--- config.mk ---
export PLATFORM = sky130hd
export DESIGN_NAME = ulmc_uart
export DESIGN_NICKNAME = d
export VERILOG_FILES = /design/src/ulmc_pkg.sv /design/src/ulmc_uart.sv
export SDC_FILE = /design/constraint.sdc
export NUM_CORES = 1
export LEC_CHECK = 0
export ABC_AREA = 1
export BUFFER_PORTS_ARGS = -buffer_cell sky130_fd_sc_hd__buf_2
export CAP_MARGIN = 20
export CORE_AREA = 2 2 180 182
export DETAILED_ROUTE_END_ITERATION = 10
export DIE_AREA = 0 0 182 184
export GPL_TIMING_DRIVEN = 0
export PLACE_DENSITY = 0.55
export SKIP_CTS_REPAIR_TIMING = 1
export SLEW_MARGIN = 5
export SYNTH_ARGS = -nofsm -noshare
export SYNTH_HDL_FRONTEND = slang
export SYNTH_SLANG_ARGS = --single-unit
--- constraint.sdc ---
create_clock -name i_ref_clk -period 7.8 [get_ports i_ref_clk]
set_input_delay 2.34 -clock i_ref_clk [delete_from_list [all_inputs] [get_ports i_ref_clk]]
set_output_delay 2.34 -clock i_ref_clk [all_outputs]
set_load 0.05 [all_outputs]
--- src/ulmc_pkg.sv ---
// Purpose: shared constants for the uart line/modem control block
// Assumes: byte registers on a plain strobe port, 100 MHz system clock
// Notes: offsets are register indices on the local port
package ulmc_pkg;
   // ----------------------------------------
   // register offsets
   // ----------------------------------------
   localparam logic [3:0] ADDR_DATA = 4'h0;
   localparam logic [3:0] ADDR_DIVHI_IE = 4'h1;
   localparam logic [3:0] ADDR_LINE_CTL = 4'h3;
   localparam logic [3:0] ADDR_MODEM_CTL = 4'h4;
   localparam logic [3:0] ADDR_LINE_STAT = 4'h5;
   localparam logic [3:0] ADDR_MODEM_STAT = 4'h6;
   localparam logic [3:0] ADDR_PRE_LADDR = 4'h7;
   localparam logic [3:0] ADDR_DIVLO = 4'h2;
   // ----------------------------------------
   // field positions
   // ----------------------------------------
   localparam int LC_DLAB = 7;
   localparam int LC_BREAK = 6;
   localparam int LC_PAR_HI = 5;
   localparam int LC_PAR_LO = 4;
   localparam int LC_PAR_ON = 3;
   localparam int LC_STOP2 = 2;
   localparam int MC_HALF = 7;
   localparam int MC_RTSFN = 6;
   localparam int MC_AUTO = 5;
   localparam int MC_LOOP = 4;
   localparam int MC_GATE = 3;
   localparam int MC_RTS = 1;
   localparam int MC_DTR = 0;
   // ----------------------------------------
   // reset values, match addresses and oversampling points
   // ----------------------------------------
   localparam logic [7:0] RST_LADDR = 8'hff;
   localparam logic [7:0] RST_DIVHI = 8'h80;
   localparam logic [7:0] RST_DIVLO = 8'h01;
   localparam logic [7:0] RST_PRE = 8'h01;
   localparam logic [7:0] ADDR_NONE = 8'hff;
   localparam logic [7:0] ADDR_BCAST = 8'h00;
   localparam logic [3:0] OVS_LAST = 4'hf;
   localparam logic [3:0] OVS_MID = 4'h7;
   typedef enum logic [2:0] {
      ULMC_IDLE = 3'b000,
      ULMC_START = 3'b001,
      ULMC_DATA = 3'b011,
      ULMC_PAR = 3'b010,
      ULMC_STOP = 3'b110
   } ulmc_ser_type;
endpackage : ulmc_pkg

--- src/ulmc_uart.sv ---
// Purpose: line/modem control, status, address match and baud divisor
// Assumes: one clock, one-byte tx holding and rx buffer
// Notes: baud tick from prescaler on doubled clock, then 16-bit divisor
`timescale 1ns/1ps
module ulmc_uart (
   input wire logic i_ref_clk,
   input wire logic i_sys_rst,
   input wire logic [3:0] i_addr,
   input wire logic [7:0] i_wdata,
   input wire logic i_wr,
   input wire logic i_rd,
   output logic [7:0] o_rdata,
   input wire logic i_rxd,
   input wire logic i_cts_n,
   input wire logic i_dsr_n,
   input wire logic i_ri_n,
   input wire logic i_dcd_n,
   output logic o_txd,
   output logic o_rts_n,
   output logic o_dtr_n,
   output logic o_irq
);
   typedef struct packed {
      logic [7:0] rdata;
      logic [7:0] lcr;
      logic [7:0] mcr;
      logic [7:0] ier;
      logic [7:0] laddr;
      logic [7:0] divlo;
      logic [7:0] divhi;
      logic [7:0] pre;
      logic [7:0] pre_cnt;
      logic [15:0] div_cnt;
      logic [1:0] rx_s;
      logic [3:0] modem_s1;
      logic [3:0] modem_s2;
      logic [3:0] modem_s3;
      logic [3:0] modem_delta;
      logic [7:0] thr;
      logic thr_full;
      ulmc_pkg::ulmc_ser_type tx_st;
      logic [3:0] tx_ovs;
      logic [2:0] tx_bit;
      logic [7:0] tx_sh;
      logic tx_stop2;
      logic txd;
      ulmc_pkg::ulmc_ser_type rx_st;
      logic [3:0] rx_ovs;
      logic [2:0] rx_bit;
      logic [7:0] rx_sh;
      logic rx_par;
      logic [7:0] rbr;
      logic rdy;
      logic [3:0] errs;
      logic err_sum;
      logic addr_open;
      logic addr_hit;
   } ulmc_state_type;
   ulmc_state_type s_reg;
   ulmc_state_type s_next;
   logic tick;
   logic rx_line;
   logic [2:0] nbits;
   logic tx_par;
   logic match_on;
   logic rx_busy;
   logic hit_set;
   function automatic logic par_of(input logic [7:0] d, input logic [7:0] lcr,
                                   input logic [2:0] nb);
      logic [7:0] m;
      m = 8'hff >> (3'h7 - nb);
      unique case (lcr[ulmc_pkg::LC_PAR_HI:ulmc_pkg::LC_PAR_LO])
         2'b00: par_of = ~^(d & m);
         2'b01: par_of = ^(d & m);
         2'b10: par_of = 1'b1;
         2'b11: par_of = 1'b0;
      endcase
   endfunction : par_of
   // ----------------------------------------
   // combinational datapath
   // ----------------------------------------
   always_comb begin
      s_next = s_reg;
      hit_set = 1'b0;
      nbits = 3'h4 + {1'b0, s_reg.lcr[1:0]};
      match_on = (s_reg.laddr != ulmc_pkg::ADDR_NONE) && s_reg.lcr[ulmc_pkg::LC_PAR_ON];
      rx_busy = (s_reg.rx_st != ulmc_pkg::ULMC_IDLE);
      tx_par = par_of(s_reg.tx_sh, s_reg.lcr, nbits);
      // baud: prescaler counts two per clock, modelling the doubled clock
      tick = 1'b0;
      if (s_reg.pre_cnt + 8'h02 >= s_reg.pre) begin
         s_next.pre_cnt = 8'h00;
         if (s_reg.div_cnt + 16'h0001 >= {s_reg.divhi, s_reg.divlo}) begin
            s_next.div_cnt = 16'h0000;
            tick = 1'b1;
         end else begin
            s_next.div_cnt = s_reg.div_cnt + 16'h0001;
         end
      end else begin
         s_next.pre_cnt = s_reg.pre_cnt + 8'h02;
      end
      // synchronisers
      s_next.rx_s = {s_reg.rx_s[0], i_rxd};
      s_next.modem_s1 = ~{i_dcd_n, i_ri_n, i_dsr_n, i_cts_n};
      s_next.modem_s2 = s_reg.modem_s1;
      // edges taken past the second stage only, never from the metastable one
      s_next.modem_s3 = s_reg.modem_s2;
      s_next.modem_delta = s_reg.modem_delta | (s_reg.modem_s2 ^ s_reg.modem_s3);
      rx_line = s_reg.mcr[ulmc_pkg::MC_LOOP] ? s_reg.txd : s_reg.rx_s[1];
      // ----- register reads, clear-on-read before new sets so sets win
      s_next.rdata = 8'h00;
      if (i_rd) begin
         unique case (i_addr)
            ulmc_pkg::ADDR_DATA: begin
               s_next.rdata = s_reg.lcr[ulmc_pkg::LC_DLAB] ? s_reg.divlo : s_reg.rbr;
               if (!s_reg.lcr[ulmc_pkg::LC_DLAB]) begin
                  s_next.rdy = 1'b0;
               end
            end
            ulmc_pkg::ADDR_DIVHI_IE:
               s_next.rdata = s_reg.lcr[ulmc_pkg::LC_DLAB] ? s_reg.divhi : s_reg.ier;
            ulmc_pkg::ADDR_LINE_CTL: s_next.rdata = s_reg.lcr;
            ulmc_pkg::ADDR_MODEM_CTL: s_next.rdata = s_reg.mcr;
            ulmc_pkg::ADDR_LINE_STAT: begin
               s_next.rdata = {s_reg.err_sum, ~s_reg.thr_full & (s_reg.tx_st == ulmc_pkg::ULMC_IDLE),
                               ~s_reg.thr_full, s_reg.errs, s_reg.rdy};
               s_next.errs = 4'h0;
               s_next.err_sum = 1'b0;
            end
            ulmc_pkg::ADDR_MODEM_STAT: begin
               s_next.rdata = {s_reg.modem_s2, s_reg.modem_delta};
               s_next.modem_delta = s_reg.modem_s2 ^ s_reg.modem_s3;
            end
            ulmc_pkg::ADDR_PRE_LADDR:
               s_next.rdata = s_reg.lcr[ulmc_pkg::LC_DLAB] ? s_reg.pre : s_reg.laddr;
            default: s_next.rdata = 8'h00;
         endcase
      end
      // ----- register writes
      if (i_wr) begin
         unique case (i_addr)
            ulmc_pkg::ADDR_DATA:
               if (s_reg.lcr[ulmc_pkg::LC_DLAB]) begin
                  s_next.divlo = i_wdata;
               end else begin
                  s_next.thr = i_wdata;
                  s_next.thr_full = 1'b1;
               end
            ulmc_pkg::ADDR_DIVHI_IE:
               if (s_reg.lcr[ulmc_pkg::LC_DLAB]) begin
                  s_next.divhi = i_wdata;
               end else begin
                  s_next.ier = i_wdata;
               end
            ulmc_pkg::ADDR_LINE_CTL: s_next.lcr = i_wdata;
            ulmc_pkg::ADDR_MODEM_CTL: s_next.mcr = i_wdata;
            ulmc_pkg::ADDR_PRE_LADDR:
               if (s_reg.lcr[ulmc_pkg::LC_DLAB]) begin
                  s_next.pre = i_wdata;
               end else begin
                  s_next.laddr = i_wdata;
                  s_next.addr_open = 1'b0;
               end
            default: ;
         endcase
      end
      // ----------------------------------------
      // transmitter
      // ----------------------------------------
      if (tick) begin
         unique case (s_reg.tx_st)
            ulmc_pkg::ULMC_IDLE: begin
               s_next.txd = ~s_reg.lcr[ulmc_pkg::LC_BREAK];
               if (s_reg.thr_full && (!s_reg.mcr[ulmc_pkg::MC_AUTO] || s_reg.modem_s2[0])
                   && !(s_reg.mcr[ulmc_pkg::MC_HALF] && rx_busy)) begin
                  s_next.tx_st = ulmc_pkg::ULMC_START;
                  s_next.tx_sh = s_reg.thr;
                  s_next.thr_full = i_wr && (i_addr == ulmc_pkg::ADDR_DATA)
                                    && !s_reg.lcr[ulmc_pkg::LC_DLAB];
                  s_next.tx_ovs = 4'h0;
                  s_next.tx_bit = 3'h0;
                  s_next.addr_open = 1'b0;
                  s_next.txd = 1'b0;
               end
            end
            ulmc_pkg::ULMC_START, ulmc_pkg::ULMC_DATA, ulmc_pkg::ULMC_PAR,
            ulmc_pkg::ULMC_STOP: begin
               s_next.tx_ovs = s_reg.tx_ovs + 4'h1;
               if (s_reg.tx_ovs == ulmc_pkg::OVS_LAST) begin
                  if (s_reg.tx_st == ulmc_pkg::ULMC_START) begin
                     s_next.tx_st = ulmc_pkg::ULMC_DATA;
                     s_next.txd = s_reg.tx_sh[0];
                  end else if (s_reg.tx_st == ulmc_pkg::ULMC_DATA) begin
                     s_next.tx_bit = s_reg.tx_bit + 3'h1;
                     s_next.txd = s_reg.tx_sh[s_reg.tx_bit + 3'h1];
                     if (s_reg.tx_bit == nbits) begin
                        if (s_reg.lcr[ulmc_pkg::LC_PAR_ON]) begin
                           s_next.tx_st = ulmc_pkg::ULMC_PAR;
                           // holding register may already carry the next byte
                           s_next.txd = tx_par;
                        end else begin
                           s_next.tx_st = ulmc_pkg::ULMC_STOP;
                           s_next.txd = 1'b1;
                           s_next.tx_stop2 = s_reg.lcr[ulmc_pkg::LC_STOP2];
                        end
                     end
                  end else if (s_reg.tx_st == ulmc_pkg::ULMC_PAR) begin
                     s_next.tx_st = ulmc_pkg::ULMC_STOP;
                     s_next.txd = 1'b1;
                     s_next.tx_stop2 = s_reg.lcr[ulmc_pkg::LC_STOP2];
                  end else if (s_reg.tx_stop2) begin
                     s_next.tx_stop2 = 1'b0;
                  end else begin
                     s_next.tx_st = ulmc_pkg::ULMC_IDLE;
                  end
               end
            end
            default: s_next.tx_st = ulmc_pkg::ULMC_IDLE;
         endcase
      end
      // ----------------------------------------
      // receiver, sampled mid-bit at 16x
      // ----------------------------------------
      if (tick) begin
         unique case (s_reg.rx_st)
            ulmc_pkg::ULMC_IDLE:
               // half duplex: ignore the line while our own frame is out
               if (!rx_line && !(s_reg.mcr[ulmc_pkg::MC_HALF]
                   && s_reg.tx_st != ulmc_pkg::ULMC_IDLE)) begin
                  s_next.rx_st = ulmc_pkg::ULMC_START;
                  s_next.rx_ovs = 4'h0;
                  s_next.rx_bit = 3'h0;
                  s_next.rx_sh = 8'h00;
               end
            ulmc_pkg::ULMC_START: begin
               s_next.rx_ovs = s_reg.rx_ovs + 4'h1;
               if (s_reg.rx_ovs == ulmc_pkg::OVS_MID) begin
                  s_next.rx_ovs = 4'h0;
                  s_next.rx_st = rx_line ? ulmc_pkg::ULMC_IDLE : ulmc_pkg::ULMC_DATA;
               end
            end
            ulmc_pkg::ULMC_DATA, ulmc_pkg::ULMC_PAR, ulmc_pkg::ULMC_STOP: begin
               s_next.rx_ovs = s_reg.rx_ovs + 4'h1;
               if (s_reg.rx_ovs == ulmc_pkg::OVS_LAST) begin
                  if (s_reg.rx_st == ulmc_pkg::ULMC_DATA) begin
                     s_next.rx_sh[s_reg.rx_bit] = rx_line;
                     s_next.rx_bit = s_reg.rx_bit + 3'h1;
                     if (s_reg.rx_bit == nbits) begin
                        s_next.rx_st = s_reg.lcr[ulmc_pkg::LC_PAR_ON] ? ulmc_pkg::ULMC_PAR
                                                                       : ulmc_pkg::ULMC_STOP;
                     end
                  end else if (s_reg.rx_st == ulmc_pkg::ULMC_PAR) begin
                     s_next.rx_par = rx_line;
                     s_next.rx_st = ulmc_pkg::ULMC_STOP;
                  end else begin
                     s_next.rx_st = ulmc_pkg::ULMC_IDLE;
                     // address frame: ninth bit one under mark-style setup
                     if (match_on && s_reg.rx_par) begin
                        if (s_reg.rx_sh == s_reg.laddr || s_reg.rx_sh == ulmc_pkg::ADDR_BCAST) begin
                           s_next.addr_open = 1'b1;
                           s_next.addr_hit = 1'b1;
                           hit_set = 1'b1;
                        end else begin
                           s_next.addr_open = 1'b0;
                        end
                     end else if (!match_on || s_reg.addr_open) begin
                        s_next.rbr = s_reg.rx_sh;
                        s_next.rdy = 1'b1;
                        if (s_reg.rdy) begin
                           s_next.errs[0] = 1'b1;
                        end
                        if (!rx_line) begin
                           s_next.errs[2] = 1'b1;
                           if (s_reg.rx_sh == 8'h00) begin
                              s_next.errs[3] = 1'b1;
                           end
                        end
                        if (s_reg.lcr[ulmc_pkg::LC_PAR_ON] &&
                            (s_reg.rx_par != par_of(s_reg.rx_sh, s_reg.lcr, nbits))) begin
                           s_next.errs[1] = 1'b1;
                        end
                     end
                  end
               end
            end
            default: s_next.rx_st = ulmc_pkg::ULMC_IDLE;
         endcase
      end
      s_next.err_sum = s_next.err_sum | (|(s_next.errs & ~s_reg.errs));
      if (!match_on) begin
         s_next.addr_hit = 1'b0;
      end else if (i_rd && i_addr == ulmc_pkg::ADDR_LINE_STAT && !hit_set) begin
         s_next.addr_hit = 1'b0;
      end
   end
   // ----------------------------------------
   // state register
   // ----------------------------------------
   always_ff @(posedge i_ref_clk or posedge i_sys_rst) begin
      if (i_sys_rst) begin
         s_reg <= '0;
         s_reg.laddr <= ulmc_pkg::RST_LADDR;
         s_reg.divhi <= ulmc_pkg::RST_DIVHI;
         s_reg.divlo <= ulmc_pkg::RST_DIVLO;
         s_reg.pre <= ulmc_pkg::RST_PRE;
         s_reg.rx_s <= 2'b11;
         s_reg.modem_s1 <= 4'hf;
         s_reg.modem_s2 <= 4'hf;
         s_reg.modem_s3 <= 4'hf;
         s_reg.txd <= 1'b1;
      end else begin
         s_reg <= s_next;
      end
   end
   // ----------------------------------------
   // outputs
   // ----------------------------------------
   always_comb begin
      o_rdata = s_reg.rdata;
      o_txd = s_reg.txd;
      o_dtr_n = ~s_reg.mcr[ulmc_pkg::MC_DTR];
      if (!s_reg.mcr[ulmc_pkg::MC_RTSFN]) begin
         o_rts_n = ~(s_reg.tx_st != ulmc_pkg::ULMC_IDLE);
      end else if (s_reg.mcr[ulmc_pkg::MC_AUTO]) begin
         o_rts_n = s_reg.rdy;
      end else begin
         o_rts_n = ~s_reg.mcr[ulmc_pkg::MC_RTS];
      end
      o_irq = s_reg.mcr[ulmc_pkg::MC_GATE] &
              ((s_reg.ier[0] & s_reg.rdy) | (s_reg.ier[1] & ~s_reg.thr_full) |
               (s_reg.ier[2] & s_reg.err_sum) | (s_reg.ier[3] & |s_reg.modem_delta) |
               s_reg.addr_hit);
   end
endmodule : ulmc_uart

==> summary.md <==
| Metric | Value |
|---|---|
| Worst-Margin Slew | 0.594 ns |
| Die H | 184 µm |
| Gate Count Post-Synth | 1193 |
| Area delta synth->final | 13.5% |
| Max reg flops | 151 |
| P_sw | 1220 µW |
| Worst Reg-to-Reg Cells | 19 |
| Crit path largest cell delay | 0.43 ns |
| Crit-path max FO | 6 |
| Buf/Inv on CP | 3 |
| Mapped Area | 9390 µm² |
| Sequential Power Share | 39.0% |
| Die Width | 182 µm |
| Finished Layout Cells | 1660 |
| Total global-route track usage | 15.6% |
| #FFs+latches synth | 169 |
| Root buf cell | clkbuf_16 |
| Initial antenna violation count | 1 |
| Final wirelength | 25.2 mm |
| I/O Buffers | 32 |
| CP Capture Type | output pin |
| N_diodes | 0 |
| Initial core utilization | 29.9% |
| CTS tree | yes |
| Critical-path top delay cell | dfrtp_1 |
| Crit path launch type | flop |
| Avg Vias per Cell | 4.78 |
| Worst Path Class, Setup | reg -> out |
| Clock Skew | 0.0207 ns |
| Post-DP HPWL | 18.9 mm |
| Setup violations, final | 0 |
| Syn avg cell area | 7.87 µm² |
| Fin. Hold Viols | 0 |
| Comb pwr share | 33.9% |
| Hold path cells | 0 |
| Critical-path cell list | inv_2 -> nand3_1 -> inv_1 -> nand2_1 -> o21ai_0 -> buf_2 |
| Max cap viols | 0 |
| Async S/R FF share, synth | 100% |
| Worst path depth | 6 |
| Synth top area cells | dfrtp_1 (38%), nand2_1 (13%), dfstp_2 (7.3%) |
| Post-route DRC | 0 |
| RSZ-0062 raised after global routing | no |
| Maximum vdd drop | 163 µV |
| Crit path time final | 4.34 ns |
| Syn_nets | 1245 |
| Slew Limit Fails | 0 |
| Most frequent cell after synthesis | nand2_1 |
| Part of the cycle the worst path needs | 55.7% |
| Clock Path Buffers | 2 |
| H-tree levels | 4 |
| Fmax | 230 MHz |
| Largest area contributor in the netlist | dfrtp_1 |
| Clk sinks | 169 |
| Reg clk slew, reported paths | 0.07 ns |
| Clk_lat worst skew | 0.43 ns |
| Register Area | 4260 µm² |
| Die outline area | 33500 µm² |
| Internal Power | 1800 µW |
| Fin nets | 1297 |
| Wire per inst | 15.2 µm |
| Primary FF master, synth | dfrtp_1 |
| Via count | 7934 |
| Most instantiated cells after synthesis | nand2_1 (325), inv_1 (164), dfrtp_1 (143), o21ai_0 (136), nor2_1 (79) |
| RePlAce Congestion | 0.947 |
| First-pass GRT wire length | 40.7 mm |
| Worst Path Arrival | 2.00 ns |
| DR iter-0 viols | 735 |
| Worst slew margin | 60.4% |
| Worst hold-check path type | reg -> reg |
| Clock power frac | 27.1% |
| Worst endpoint required time | 5.46 ns |
| YS warnings | 0 |
| Sw Share | 40.4% |
| Vias in the first global route | 7520 |
| Cell Rows | 65 |
| Core ar. | 31400 µm² |
| DR pass1 iterations | 6 |
| Fillers | 3320 |
| Cell area power density | 284 nW/µm² |
| Layout cells sized above 1 | 11.9% |
| Grt ovf | 0 |
| Status | finished, final reports clean |
| Crit-path leading delay family | buffers and inverters |
| Post-synth EDFFs | 0 |
| Power Total | 3020 µW |
| Placed cells | 1628 |
| Leak | 0.00497 µW |
| Largest net degree at the start of global routing | 91 |
| Yosys top cell area share | 38.1% |
| Sequential-to-total area share from yosys stat | 45.4% |
| Total CTS buffers | 17 |
| Multi-input gate area | 4290 µm² |
| Distinct cells, synth | 51 |
| Top Ports | 33 |
| Antenna-violating nets left | 0 |
## area by class of cell
cell class	instances	share of cell area (%)
Clock buffer	20	4.19
Inverter	172	6.18
Sequential cell	169	40.0
Tap cell	402	4.72
Buffer	33	1.76
Multi-Input combinational cell	819	40.3
Clock inverter	12	1.10
Timing Repair Buffer	33	1.76
## logic make-up (layout without fill, tap and decap cells)
family | Yosys count | after routing | synth area share (%)
buffers and inverters | 205 | 270 | 8.93
AND/OR/NAND/NOR | 534 | 534 | 25.2
XOR/XNOR | 33 | 33 | 3.08
AO/OA/AOI/OAI | 221 | 221 | 13.2
flip-flops | 169 | 169 | 45.4
adder cells (fa/ha/maj) | 31 | 31 | 4.13
## worst paths after layout
| path | startpoint | slack (ns) | to |
|---|---|---|---|
| worst max-delay path | s_reg[54] | 3.46 | o_rts_n |
| worst min-delay path | s_next[75] | 0.35 | s_next[71] |
| worst max register to register | s_reg[82] | 4.43 | s_reg[20] |
| worst min register to register | s_next[75] | 0.35 | s_next[71] |
| max in group asynchronous | i_sys_rst | 4.95 | s_next[81] |
| min in group asynchronous | i_sys_rst | 1.99 | s_reg[102] |
## power groups by stage
stage | sequential (µW) | clock, µW | combinational [µW]
3_5_place_dp | 1190 | 0 | 1030
4_1_cts | 1180 | 844 | 1030
2_1_floorplan | 1160 | 0 | 763
6_report | 1180 | 820 | 1020
3_3_place_gp | 1190 | 0 | 1020
5_1_grt | 1200 | 885 | 1170
## layout by cell type, fill, tap and decap left out, drive strengths merged, types with 6 or more instances in the layout
cell	synthesis	layout
inv	170	173
xnor2	15	15
nor2	89	89
a21oi	35	35
nand3	56	56
nor3	22	22
ha	31	31
buf	16	49
o21ai	144	144
dfstp	26	26
o22ai	12	12
nand2	332	332
nor4	11	11
dfrtp	143	143
clkinv	2	6
xor2	18	18
clkbuf	17	37
nand4	13	13
## through the flow
stage / cell area [µm²] / hold WS, ns / setup WS, ns / util [%] / TNS (ns)
after floorplan: 9390 / 0.345 / 0.928 / - / 0
after global routing: 10600 / 0.353 / 3.28 / 33.9 / 0
after detailed placement: 10100 / 0.348 / 3.84 / 32.1 / 0
after CTS: 10600 / 0.349 / 3.46 / 33.9 / 0
final: 10600 / 0.349 / 3.46 / 33.9 / 0
after global placement: 10000 / 0.346 / -1.25 / 32.0 / -177.44
## routing by layer
layer | vias up | track usage, % | wire length [µm]
met2 | 182 | 24.9 | 11800
met4 | 0 | 3.81 | 251
met1 | 3773 | 22.0 | 12000
met3 | 15 | 2.75 | 1150
met5 | - | 0 | 0
li1 | 3964 | - | -
## worst register-to-register path: cells and delay by family, from the launching register on
kind                     cells  cell delay (ns)
XOR/XNOR                     1             0.24
flip-flops                   1             0.38
AND/OR/NAND/NOR             11             1.52
buffers and inverters        3             0.33
adder cells (fa/ha/maj)      2             0.48
AO/OA/AOI/OAI                2             0.31
Power figures use the tool's default switching activity.
